File: src/design/hfsc_pkg.sv
// Shared constants for the Hall-commutated fan speed controller
package hfsc_pkg;
  // System clock rate
  localparam int unsigned CLK_HZ          = 20_000_000;
  localparam int unsigned CYC_PER_MS      = CLK_HZ / 1000;
  localparam int unsigned CYC_PER_US      = CLK_HZ / 1_000_000;
  // Width of the long timers
  localparam int unsigned CNT_W           = 24;
  // Width of temperature and speed codes
  localparam int unsigned CODE_W          = 8;
  // Locked-rotor window
  localparam int unsigned LOCK_TIME_MS    = 100;
  localparam int unsigned LOCK_CYC        = LOCK_TIME_MS * CYC_PER_MS;
  // Full-power start-up period
  localparam int unsigned STARTUP_TIME_MS = 500;
  localparam int unsigned STARTUP_CYC     = STARTUP_TIME_MS * CYC_PER_MS;
  // Off-time granted per table code step
  localparam int unsigned OFF_STEP_US     = 20;
  localparam int unsigned OFF_STEP_CYC    = OFF_STEP_US * CYC_PER_US;
  // Interval between temperature conversions
  localparam int unsigned SAMPLE_TIME_US  = 1000;
  localparam int unsigned SAMPLE_CYC      = SAMPLE_TIME_US * CYC_PER_US;
  // Motor-lock tone, frequency and high share in percent
  localparam int unsigned LOCK_TONE_HZ    = 350;
  localparam int unsigned LOCK_TONE_PCT   = 15;
  localparam int unsigned LOCK_TONE_CYC   = CLK_HZ / LOCK_TONE_HZ;
  localparam int unsigned LOCK_HIGH_CYC   = LOCK_TONE_CYC * LOCK_TONE_PCT / 100;
  // Over-temperature tone, frequency and high share in percent
  localparam int unsigned OT_TONE_HZ      = 770;
  localparam int unsigned OT_TONE_PCT     = 13;
  localparam int unsigned OT_TONE_CYC     = CLK_HZ / OT_TONE_HZ;
  localparam int unsigned OT_HIGH_CYC     = OT_TONE_CYC * OT_TONE_PCT / 100;
  // Default over-temperature code, near 60 degrees
  localparam logic [7:0]  THERMAL_LIMIT   = 8'h80;
  // Reset value of the sampled temperature
  localparam logic [7:0]  TEMP_RESET      = 8'h00;
  // Table reset profile: code = top minus temperature
  localparam logic [7:0]  LUT_TOP         = 8'hff;
  // Operating modes
  typedef enum logic [1:0] {HFSC_START, HFSC_RUN, HFSC_LOCK} hfsc_mode_e;
endpackage : hfsc_pkg

File: src/design/hfsc_top.sv
// Hall-commutated two-coil fan speed controller with lock and thermal alarms
//
// Overview of operation
// - Coil A starts on each Hall fall
// - Coil B starts on each Hall rise
// - Falling edge detected edge-sensitively
// - Rising edge captured edge-sensitively
// - Full speed means zero off-time
// - Slower speed lengthens off, shortens on
// - Off-time follows thermal reading
// - Writable table maps temperature to speed
// - Temperature from 8-bit conversion
// - Lock after over 100ms without edges
// - Lock stops both coils at once
// - Lock then raises the alarm
// - Lock tone 350Hz, 15% high
// - Over-temperature tone 770Hz, 13% high
// - Start-up at full power, then thermal
// - Lock is final until reset
// - Over-temperature alarms, motor keeps running
`timescale 1ns/1ps
module hfsc_top #(
  parameter int unsigned LOCK_CYC      = hfsc_pkg::LOCK_CYC,
  parameter int unsigned STARTUP_CYC   = hfsc_pkg::STARTUP_CYC,
  parameter int unsigned SAMPLE_CYC    = hfsc_pkg::SAMPLE_CYC,
  parameter int unsigned LOCK_TONE_CYC = hfsc_pkg::LOCK_TONE_CYC,
  parameter int unsigned LOCK_HIGH_CYC = hfsc_pkg::LOCK_HIGH_CYC,
  parameter int unsigned OT_TONE_CYC   = hfsc_pkg::OT_TONE_CYC,
  parameter int unsigned OT_HIGH_CYC   = hfsc_pkg::OT_HIGH_CYC,
  parameter logic [7:0]  THERMAL_LIMIT = hfsc_pkg::THERMAL_LIMIT
) (
  input  wire logic       sys_clk,
  input  wire logic       sys_rst,
  input  wire logic       hall_in,
  input  wire logic [7:0] adc_data,
  input  wire logic       adc_valid,
  input  wire logic       lut_wr_en,
  input  wire logic [7:0] lut_wr_addr,
  input  wire logic [7:0] lut_wr_data,
  output logic            coil_drive_a,
  output logic            coil_drive_b,
  output logic            alarm_switch,
  output logic            adc_start,
  output logic            motor_locked,
  output logic            over_temp
);
  localparam int unsigned W = hfsc_pkg::CNT_W;

  // Refuse timer values the counters cannot hold
  if (LOCK_CYC + 2 >= (1 << W) || STARTUP_CYC >= (1 << W) || SAMPLE_CYC < 2 ||
      SAMPLE_CYC >= (1 << W) || LOCK_TONE_CYC >= (1 << W) || OT_TONE_CYC >= (1 << W) ||
      LOCK_HIGH_CYC >= LOCK_TONE_CYC || OT_HIGH_CYC >= OT_TONE_CYC || LOCK_CYC < 1)
  begin : g_bad_param
    $error("hfsc_top: timer parameter out of range");
  end

  // Off-time in clock cycles for a table code
  function automatic logic [W-1:0] off_cycles(input logic [7:0] code);
    off_cycles = W'(code) * W'(hfsc_pkg::OFF_STEP_CYC);
  endfunction : off_cycles

  // Registered state
  hfsc_pkg::hfsc_mode_e mode_ff,      nxt_mode;       // Operating mode
  logic                 hall_prev_ff, nxt_hall_prev;  // Last Hall level
  logic [W-1:0]         off_cnt_ff,   nxt_off_cnt;    // Remaining off-time
  logic [W-1:0]         lock_cnt_ff,  nxt_lock_cnt;   // Cycles since last edge
  logic [W-1:0]         start_cnt_ff, nxt_start_cnt;  // Start-up elapsed
  logic [W-1:0]         samp_cnt_ff,  nxt_samp_cnt;   // Conversion pacing
  logic [W-1:0]         tone_cnt_ff,  nxt_tone_cnt;   // Position in tone period
  logic [7:0]           temp_ff,      nxt_temp;       // Latest temperature
  logic                 drive_a_ff,   nxt_drive_a;    // Coil A switch
  logic                 drive_b_ff,   nxt_drive_b;    // Coil B switch
  logic                 alarm_ff,     nxt_alarm;      // Alarm switch
  logic                 adc_start_ff, nxt_adc_start;  // Conversion request
  logic                 locked_ff,    nxt_locked;     // Lock status
  logic                 ot_ff,        nxt_ot;         // Over-temperature status
  logic [7:0]           lut_mem [256];                // Temperature to off-code table

  // Combinational helpers
  logic                 hall_fall;   // Hall went high to low
  logic                 hall_rise;   // Hall went low to high
  logic                 hall_edge;   // Either edge
  logic [W-1:0]         tone_per;    // Active tone period
  logic [W-1:0]         tone_high;   // Active tone high time
  logic                 tone_on;     // A tone is requested

  // Edge detection on the synchronous Hall level
  always_comb
  begin
    hall_fall = hall_prev_ff & ~hall_in;
    hall_rise = ~hall_prev_ff & hall_in;
    hall_edge = hall_fall | hall_rise;
  end

  // Temperature-to-speed table; writable from the user port
  always_ff @(posedge sys_clk or posedge sys_rst)
  begin
    if (sys_rst)
    begin
      // Linear default profile: hotter means shorter off-time
      for (int i = 0; i < 256; i++)
      begin
        lut_mem[i] <= hfsc_pkg::LUT_TOP - 8'(i);
      end
    end
    else if (lut_wr_en)
    begin
      lut_mem[lut_wr_addr] <= lut_wr_data;
    end
  end

  // Mode, timers and coil drives
  always_comb
  begin
    nxt_mode      = mode_ff;
    nxt_hall_prev = hall_in;
    nxt_start_cnt = start_cnt_ff;
    // Outside lock mode the lock timer restarts on any edge, otherwise counts up
    if (mode_ff == hfsc_pkg::HFSC_LOCK)
    begin
      nxt_lock_cnt = lock_cnt_ff;  // Edges are ignored once locked
    end
    else if (hall_edge)
    begin
      nxt_lock_cnt = '0;
    end
    else
    begin
      nxt_lock_cnt = lock_cnt_ff + W'(1);
    end
    // Off-time reloads from the table at each commutation edge in run mode, clears at edges in other modes, and counts down
    if (hall_edge && mode_ff == hfsc_pkg::HFSC_RUN)
    begin
      nxt_off_cnt = off_cycles(lut_mem[temp_ff]);
    end
    else if (hall_edge)
    begin
      nxt_off_cnt = '0;
    end
    else if (off_cnt_ff != '0)
    begin
      nxt_off_cnt = off_cnt_ff - W'(1);
    end
    else
    begin
      nxt_off_cnt = '0;
    end
    unique case (mode_ff)
      hfsc_pkg::HFSC_START:
      begin
        // Full power until the start-up period ends
        nxt_start_cnt = start_cnt_ff + W'(1);
        if (start_cnt_ff == W'(STARTUP_CYC - 1))
        begin
          nxt_mode = hfsc_pkg::HFSC_RUN;
        end
      end
      hfsc_pkg::HFSC_RUN:
      begin
        nxt_mode = hfsc_pkg::HFSC_RUN;
      end
      hfsc_pkg::HFSC_LOCK:
      begin
        nxt_mode = hfsc_pkg::HFSC_LOCK;
      end
    endcase
    // No edge for longer than the lock window
    if (mode_ff != hfsc_pkg::HFSC_LOCK && lock_cnt_ff > W'(LOCK_CYC))
    begin
      nxt_mode = hfsc_pkg::HFSC_LOCK;
    end
    // Coil A owns the low Hall half, coil B the high half
    nxt_drive_a = (nxt_mode != hfsc_pkg::HFSC_LOCK) && ~hall_in && (nxt_off_cnt == '0);
    nxt_drive_b = (nxt_mode != hfsc_pkg::HFSC_LOCK) && hall_in && (nxt_off_cnt == '0);
    nxt_locked  = (nxt_mode == hfsc_pkg::HFSC_LOCK);
  end

  always_ff @(posedge sys_clk or posedge sys_rst)
  begin
    if (sys_rst)
    begin
      mode_ff      <= hfsc_pkg::HFSC_START;
      hall_prev_ff <= 1'b0;
      off_cnt_ff   <= '0;
      lock_cnt_ff  <= '0;
      start_cnt_ff <= '0;
      drive_a_ff   <= 1'b0;
      drive_b_ff   <= 1'b0;
      locked_ff    <= 1'b0;
    end
    else
    begin
      mode_ff      <= nxt_mode;
      hall_prev_ff <= nxt_hall_prev;
      off_cnt_ff   <= nxt_off_cnt;
      lock_cnt_ff  <= nxt_lock_cnt;
      start_cnt_ff <= nxt_start_cnt;
      drive_a_ff   <= nxt_drive_a;
      drive_b_ff   <= nxt_drive_b;
      locked_ff    <= nxt_locked;
    end
  end

  // Periodic conversion request and temperature capture
  always_comb
  begin
    if (samp_cnt_ff == W'(SAMPLE_CYC - 1))
    begin
      nxt_samp_cnt  = '0;
      nxt_adc_start = 1'b1;
    end
    else
    begin
      nxt_samp_cnt  = samp_cnt_ff + W'(1);
      nxt_adc_start = 1'b0;
    end
    nxt_temp = adc_valid ? adc_data : temp_ff;
    nxt_ot   = (temp_ff >= THERMAL_LIMIT);
  end

  always_ff @(posedge sys_clk or posedge sys_rst)
  begin
    if (sys_rst)
    begin
      samp_cnt_ff  <= '0;
      adc_start_ff <= 1'b0;
      temp_ff      <= hfsc_pkg::TEMP_RESET;
      ot_ff        <= 1'b0;
    end
    else
    begin
      samp_cnt_ff  <= nxt_samp_cnt;
      adc_start_ff <= nxt_adc_start;
      temp_ff      <= nxt_temp;
      ot_ff        <= nxt_ot;
    end
  end

  // Alarm tone: lock tone wins over the over-temperature tone
  always_comb
  begin
    if (mode_ff == hfsc_pkg::HFSC_LOCK)
    begin
      tone_per  = W'(LOCK_TONE_CYC);
      tone_high = W'(LOCK_HIGH_CYC);
    end
    else
    begin
      tone_per  = W'(OT_TONE_CYC);
      tone_high = W'(OT_HIGH_CYC);
    end
    tone_on = (mode_ff == hfsc_pkg::HFSC_LOCK) || ot_ff;
    // Counter wraps at the period; out-of-range count after a tone swap restarts
    if (tone_on && tone_cnt_ff < tone_per - W'(1))
    begin
      nxt_tone_cnt = tone_cnt_ff + W'(1);
    end
    else
    begin
      nxt_tone_cnt = '0;
    end
    nxt_alarm = tone_on && (tone_cnt_ff < tone_high);
  end

  always_ff @(posedge sys_clk or posedge sys_rst)
  begin
    if (sys_rst)
    begin
      tone_cnt_ff <= '0;
      alarm_ff    <= 1'b0;
    end
    else
    begin
      tone_cnt_ff <= nxt_tone_cnt;
      alarm_ff    <= nxt_alarm;
    end
  end

  // Outputs straight from flip-flops
  assign coil_drive_a = drive_a_ff;
  assign coil_drive_b = drive_b_ff;
  assign alarm_switch = alarm_ff;
  assign adc_start    = adc_start_ff;
  assign motor_locked = locked_ff;
  assign over_temp    = ot_ff;

  // Checks
  a_fall_drives_a: assert property (@(posedge sys_clk) disable iff (sys_rst)
    (hall_fall && mode_ff == hfsc_pkg::HFSC_START && lock_cnt_ff <= W'(LOCK_CYC)) |=> (coil_drive_a && !coil_drive_b))
    else $error("coil A not driven after Hall fall at start-up");
  a_rise_drives_b: assert property (@(posedge sys_clk) disable iff (sys_rst)
    (hall_rise && mode_ff == hfsc_pkg::HFSC_START && lock_cnt_ff <= W'(LOCK_CYC)) |=> (coil_drive_b && !coil_drive_a))
    else $error("coil B not driven after Hall rise at start-up");
  a_off_holds: assert property (@(posedge sys_clk) disable iff (sys_rst)
    (off_cnt_ff != '0) |-> (!coil_drive_a && !coil_drive_b))
    else $error("coil driven during off-time");
  a_off_loads: assert property (@(posedge sys_clk) disable iff (sys_rst)
    (hall_edge && mode_ff == hfsc_pkg::HFSC_RUN) |=> (off_cnt_ff == off_cycles(lut_mem[$past(temp_ff)])))
    else $error("off-time not loaded from table");
  a_lock_entry: assert property (@(posedge sys_clk) disable iff (sys_rst)
    (mode_ff != hfsc_pkg::HFSC_LOCK && lock_cnt_ff == W'(LOCK_CYC + 1)) |=> (motor_locked && !coil_drive_a && !coil_drive_b))
    else $error("lock not declared after window");
  a_lock_stops: assert property (@(posedge sys_clk) disable iff (sys_rst)
    motor_locked |-> (!coil_drive_a && !coil_drive_b))
    else $error("coil driven while locked");
  a_lock_final: assert property (@(posedge sys_clk) disable iff (sys_rst)
    motor_locked |=> (motor_locked && $stable(lock_cnt_ff)))
    else $error("lock left without reset");
  a_edge_restart: assert property (@(posedge sys_clk) disable iff (sys_rst)
    (hall_edge && mode_ff != hfsc_pkg::HFSC_LOCK) |=> (lock_cnt_ff == '0))
    else $error("lock timer not restarted by edge");
  a_lock_tone: assert property (@(posedge sys_clk) disable iff (sys_rst)
    (mode_ff == hfsc_pkg::HFSC_LOCK && tone_cnt_ff == W'(LOCK_HIGH_CYC)) |=> (!alarm_switch ##1 !alarm_switch))
    else $error("lock tone high time wrong");
  a_tone_start: assert property (@(posedge sys_clk) disable iff (sys_rst)
    (tone_on && tone_cnt_ff == '0) |=> alarm_switch)
    else $error("alarm not raised at tone start");
  a_ot_period: assert property (@(posedge sys_clk) disable iff (sys_rst)
    (mode_ff != hfsc_pkg::HFSC_LOCK && ot_ff && tone_cnt_ff == W'(OT_TONE_CYC - 1)) |=> (tone_cnt_ff == '0))
    else $error("over-temperature tone period wrong");
  a_start_end: assert property (@(posedge sys_clk) disable iff (sys_rst)
    (mode_ff == hfsc_pkg::HFSC_START && start_cnt_ff == W'(STARTUP_CYC - 1) && lock_cnt_ff <= W'(LOCK_CYC))
      |=> (mode_ff == hfsc_pkg::HFSC_RUN))
    else $error("start-up did not end on time");
endmodule : hfsc_top

File: config.mk
export PLATFORM = sky130hd
export DESIGN_NAME = hfsc_top
export DESIGN_NICKNAME = d
export VERILOG_FILES = /design/src/design/hfsc_pkg.sv /design/src/design/hfsc_top.sv
export SDC_FILE = /design/constraint.sdc
export NUM_CORES = 2
export LEC_CHECK = 0
export BUFFER_PORTS_ARGS = -buffer_cell sky130_fd_sc_hd__buf_2
export CAP_MARGIN = 20
export CORE_MARGIN = 2
export CORE_UTILIZATION = 40
export DETAILED_ROUTE_END_ITERATION = 10
export MAX_ROUTING_LAYER = met4
export SYNTH_ARGS = -nofsm -noshare
export SYNTH_HDL_FRONTEND = slang
export SYNTH_SLANG_ARGS = --single-unit
export TNS_END_PERCENT = 30
File: constraint.sdc
create_clock -name sys_clk -period 96.2 [get_ports sys_clk]
set_input_delay 9.62 -clock sys_clk [delete_from_list [all_inputs] [get_ports sys_clk]]
set_output_delay 9.62 -clock sys_clk [all_outputs]
set_load 0.03 [all_outputs]
==> flow_summary.ini <==
[status]
status = completed

[routing]
vias = 56768
final_antenna_net_count = 0
viasPerCell = 5.675
drt-initial-drc-count = 4072
wl_per_cell_um = 26.88
first_pass_iters = 5
routed_wl_um = 268900
drc = 0

[floorplan]
ios = 35
fp.dieW_um = 508.1
dieArea_um2 = 258200
start_util = 0.4010
die_h_um = 508.1
core_area_um2 = 253500
num_rows = 185

[sta]
worst_slack_ns = 83.23
final-setup-viol-count = 0
clock.fmax_mhz = 77.11
report.final.slew_viol_count = 0
hold_violations = 0
rsz0062_at_grt = false
worst_clock_skew_ns = 0.06410
hold_slack_ns = 0.4681
fin_crit_sh = 0.1348
setup-tns-final_ns = 0
tightest_slew_ns = 1.186
maxSlewHeadroom = 0.2063
fin_crit_ns = 12.97

[min_path]
hold_path_class = reg2reg

[place]
gp_congestion = 0.8219
placed_cells = 9539
port_buffers = 34
place_area_um2 = 105200
hpwlAfterDp_um = 168900
dp_slack_ns = 82.21

[synth]
yosys_warnings = 0
ys_async_sr_fraction = 1.000
synth_cell_type_count = 71
avgSynthCellArea_um2 = 15.70
synth_cells = 6474
seq_area_frac_synth = 0.5506
synth_area_um2 = 101600
synthFlopType = dfrtp_1
synth_edf_count = 0
ys_ff_latch = 2185

[cells_and_area]
layout_commonest_cell = mux2_2
nets = 6501
stdcell_count = 10003
syn_to_final_growth_pct = 11.59
layout-drive-gt1-share = 0.6412
stdcell_area_um2 = 113400
layout_common_cells = 2061 x mux2_2, 1155 x dfrtp_1, 1024 x dfstp_2, 600 x mux4_2, 268 x nor2_1

[worst_setup_path]
path_class = in2async
slowest_stage = buf_4
critPathTopFamily = buffers and inverters
cpPeakStageDelay_ns = 0.89
cp_max_fo = 182
worstSetupEndpointType = async pin
startpoint_type = input pin
path_cells = buf_2 -> inv_8 -> buf_4 -> buf_4 -> buf_12 -> buf_4
cp.buffers_inverters = 6
cp.arrival_ns = 13.79
cp.required_ns = 97.03
critPathMostFrequentCell = buf_4
timing.reg2reg.setup_slack_ns = 86.59

[power_and_ir_drop]
p_per_area_nw_per_um2 = 19.05
p_clk_frac = 0.429
p_comb_frac = 0.104
p_seq_frac = 0.468
switchingPower_uw = 538.0
swShare = 0.2490
vdd_ir_drop_max_v = 0.00001760
internal_power_uw = 1622
p_leak_uw = 0.04896

[clock_tree]
cts_hold_buf = 0
clockBufferDepth = 3
clkLatencyLatePin_ns = 0.88
cts_setup_buffers = 0
htreeDepth = 4
path_clk_slew_ns = 0.06
cts_root_buf = clkbuf_16
postCtsResizedCells = 0
tritoncts = done
cts_buffers = 233
cts_sinks = 2185

[grt]
grt_pass1_wl_um = 407600
antenna_found_initial = 14
grt_usage = 0.2158
grt_max_degree = 183
grt_pass1_vias = 60298
overflow = 0

[job]
cap_violations = 0
## registers in the layout (all words and copies together), names as in the netlist, 2 cells and up
name,count
lut_mem,2048
lock_cnt_ff,24
off_cnt_ff,24
samp_cnt_ff,24
start_cnt_ff,24
tone_cnt_ff,24
temp_ff,8
mode_ff,2
## synth_stat cells (4+ instances only)
| cell | number | area [um^2] |
|---|---|---|
| a211o_1 | 6 | 52.55 |
| a211oi_1 | 7 | 52.55 |
| a21o_1 | 7 | 52.55 |
| a21oi_1 | 38 | 190.2 |
| a22oi_1 | 31 | 232.7 |
| a31oi_1 | 13 | 81.33 |
| and2_1 | 9 | 56.30 |
| and3_1 | 26 | 162.7 |
| and4_1 | 5 | 43.79 |
| buf_1 | 26 | 97.59 |
| buf_2 | 75 | 375.4 |
| buf_4 | 19 | 142.6 |
| buf_6 | 4 | 45.04 |
| clkbuf_1 | 321 | 1205 |
| dfrtp_1 | 1161 | 29050 |
| dfstp_2 | 1024 | 26910 |
| ha_1 | 52 | 650.6 |
| inv_1 | 24 | 90.09 |
| mux2_2 | 2061 | 23210 |
| mux2i_1 | 66 | 660.6 |
| mux4_2 | 600 | 13510 |
| nand2_1 | 206 | 773.2 |
| nand2b_1 | 16 | 100.1 |
| nand3_1 | 51 | 255.2 |
| nand4_1 | 20 | 125.1 |
| nor2_1 | 272 | 1021 |
| nor2b_1 | 26 | 162.7 |
| nor3_1 | 41 | 205.2 |
| nor3b_1 | 4 | 30.03 |
| nor4_1 | 24 | 150.1 |
| nor4b_1 | 4 | 35.03 |
| o211ai_1 | 9 | 67.56 |
| o21ai_0 | 26 | 130.1 |
| o221ai_1 | 4 | 35.03 |
| o22ai_1 | 17 | 106.4 |
| o41ai_1 | 5 | 43.79 |
| or2_2 | 9 | 56.30 |
| or3_1 | 5 | 31.28 |
| or4_1 | 8 | 60.06 |
| xnor2_1 | 50 | 437.9 |
| xor2_1 | 52 | 455.4 |
## routing by layer
layer  vias up  global-route usage  part of all wire
met1     31291              0.2937              0.45
met5         -                   -                 0
met2      1062              0.3401              0.48
li1      24046                   -                 -
met4         0             0.05531             0.024
met3       369             0.03151             0.043
## worst paths after layout
kind | startpoint | end | cells past startpoint
setup / recovery | sys_rst | temp_ff[2]$_DFFE_PP0P_ | 6
hold reg to reg | samp_cnt_ff[23]$_DFF_PP0_ | samp_cnt_ff[23]$_DFF_PP0_ | 1
max in group sys_clk | lut_wr_addr[7] | lut_mem[615]$_DFFE_PP0P_ | 5
hold / removal | samp_cnt_ff[23]$_DFF_PP0_ | samp_cnt_ff[23]$_DFF_PP0_ | 1
min in group asynchronous | sys_rst | tone_cnt_ff[8]$_DFF_PP0_ | 2
setup reg to reg | temp_ff[0]$_DFFE_PP0P_ | coil_drive_b$_DFF_PP0_ | 22
## layout make-up
class | instances | area (um^2)
Timing Repair Buffer | 147 | 1348
Inverter | 25 | 101.3
Sequential cell | 2185 | 55980
Clock buffer | 359 | 7008
Tap cell | 3366 | 4212
Clock inverter | 87 | 987.2
Antenna cell | 9 | 22.52
Multi-Input combinational cell | 3825 | 43760
Fill cell | 22193 | 140000
## cell families after synthesis
kind of cell    Yosys count  synth area share
mux                    2727            0.3678
buf+inv                 470           0.01928
other cells               1        0.00003689
compound gates          196           0.01338
simple gates            738           0.03318
fa+ha+maj                55          0.006992
xor+xnor                102          0.008789
flops                  2185            0.5506
## power by group through the flow
stage	logic [uW]	registers, uW	clock network [uW]
after CTS	226	1010	946
after global routing	241	1020	985
after floorplan	164	1010	0
after detailed placement	226	1030	0
after global placement	221	1020	0
final	224	1010	926
## through the flow
stage | utilization | total power (uW)
3_3_place_gp | 0.4151 | 1243
6_report | 0.4475 | 2160
4_1_cts | 0.4467 | 2183
3_5_place_dp | 0.4152 | 1251
2_1_floorplan | - | 1179
5_1_grt | 0.4474 | 2243
No activity file was read; power rests on OpenSTA's default activity.
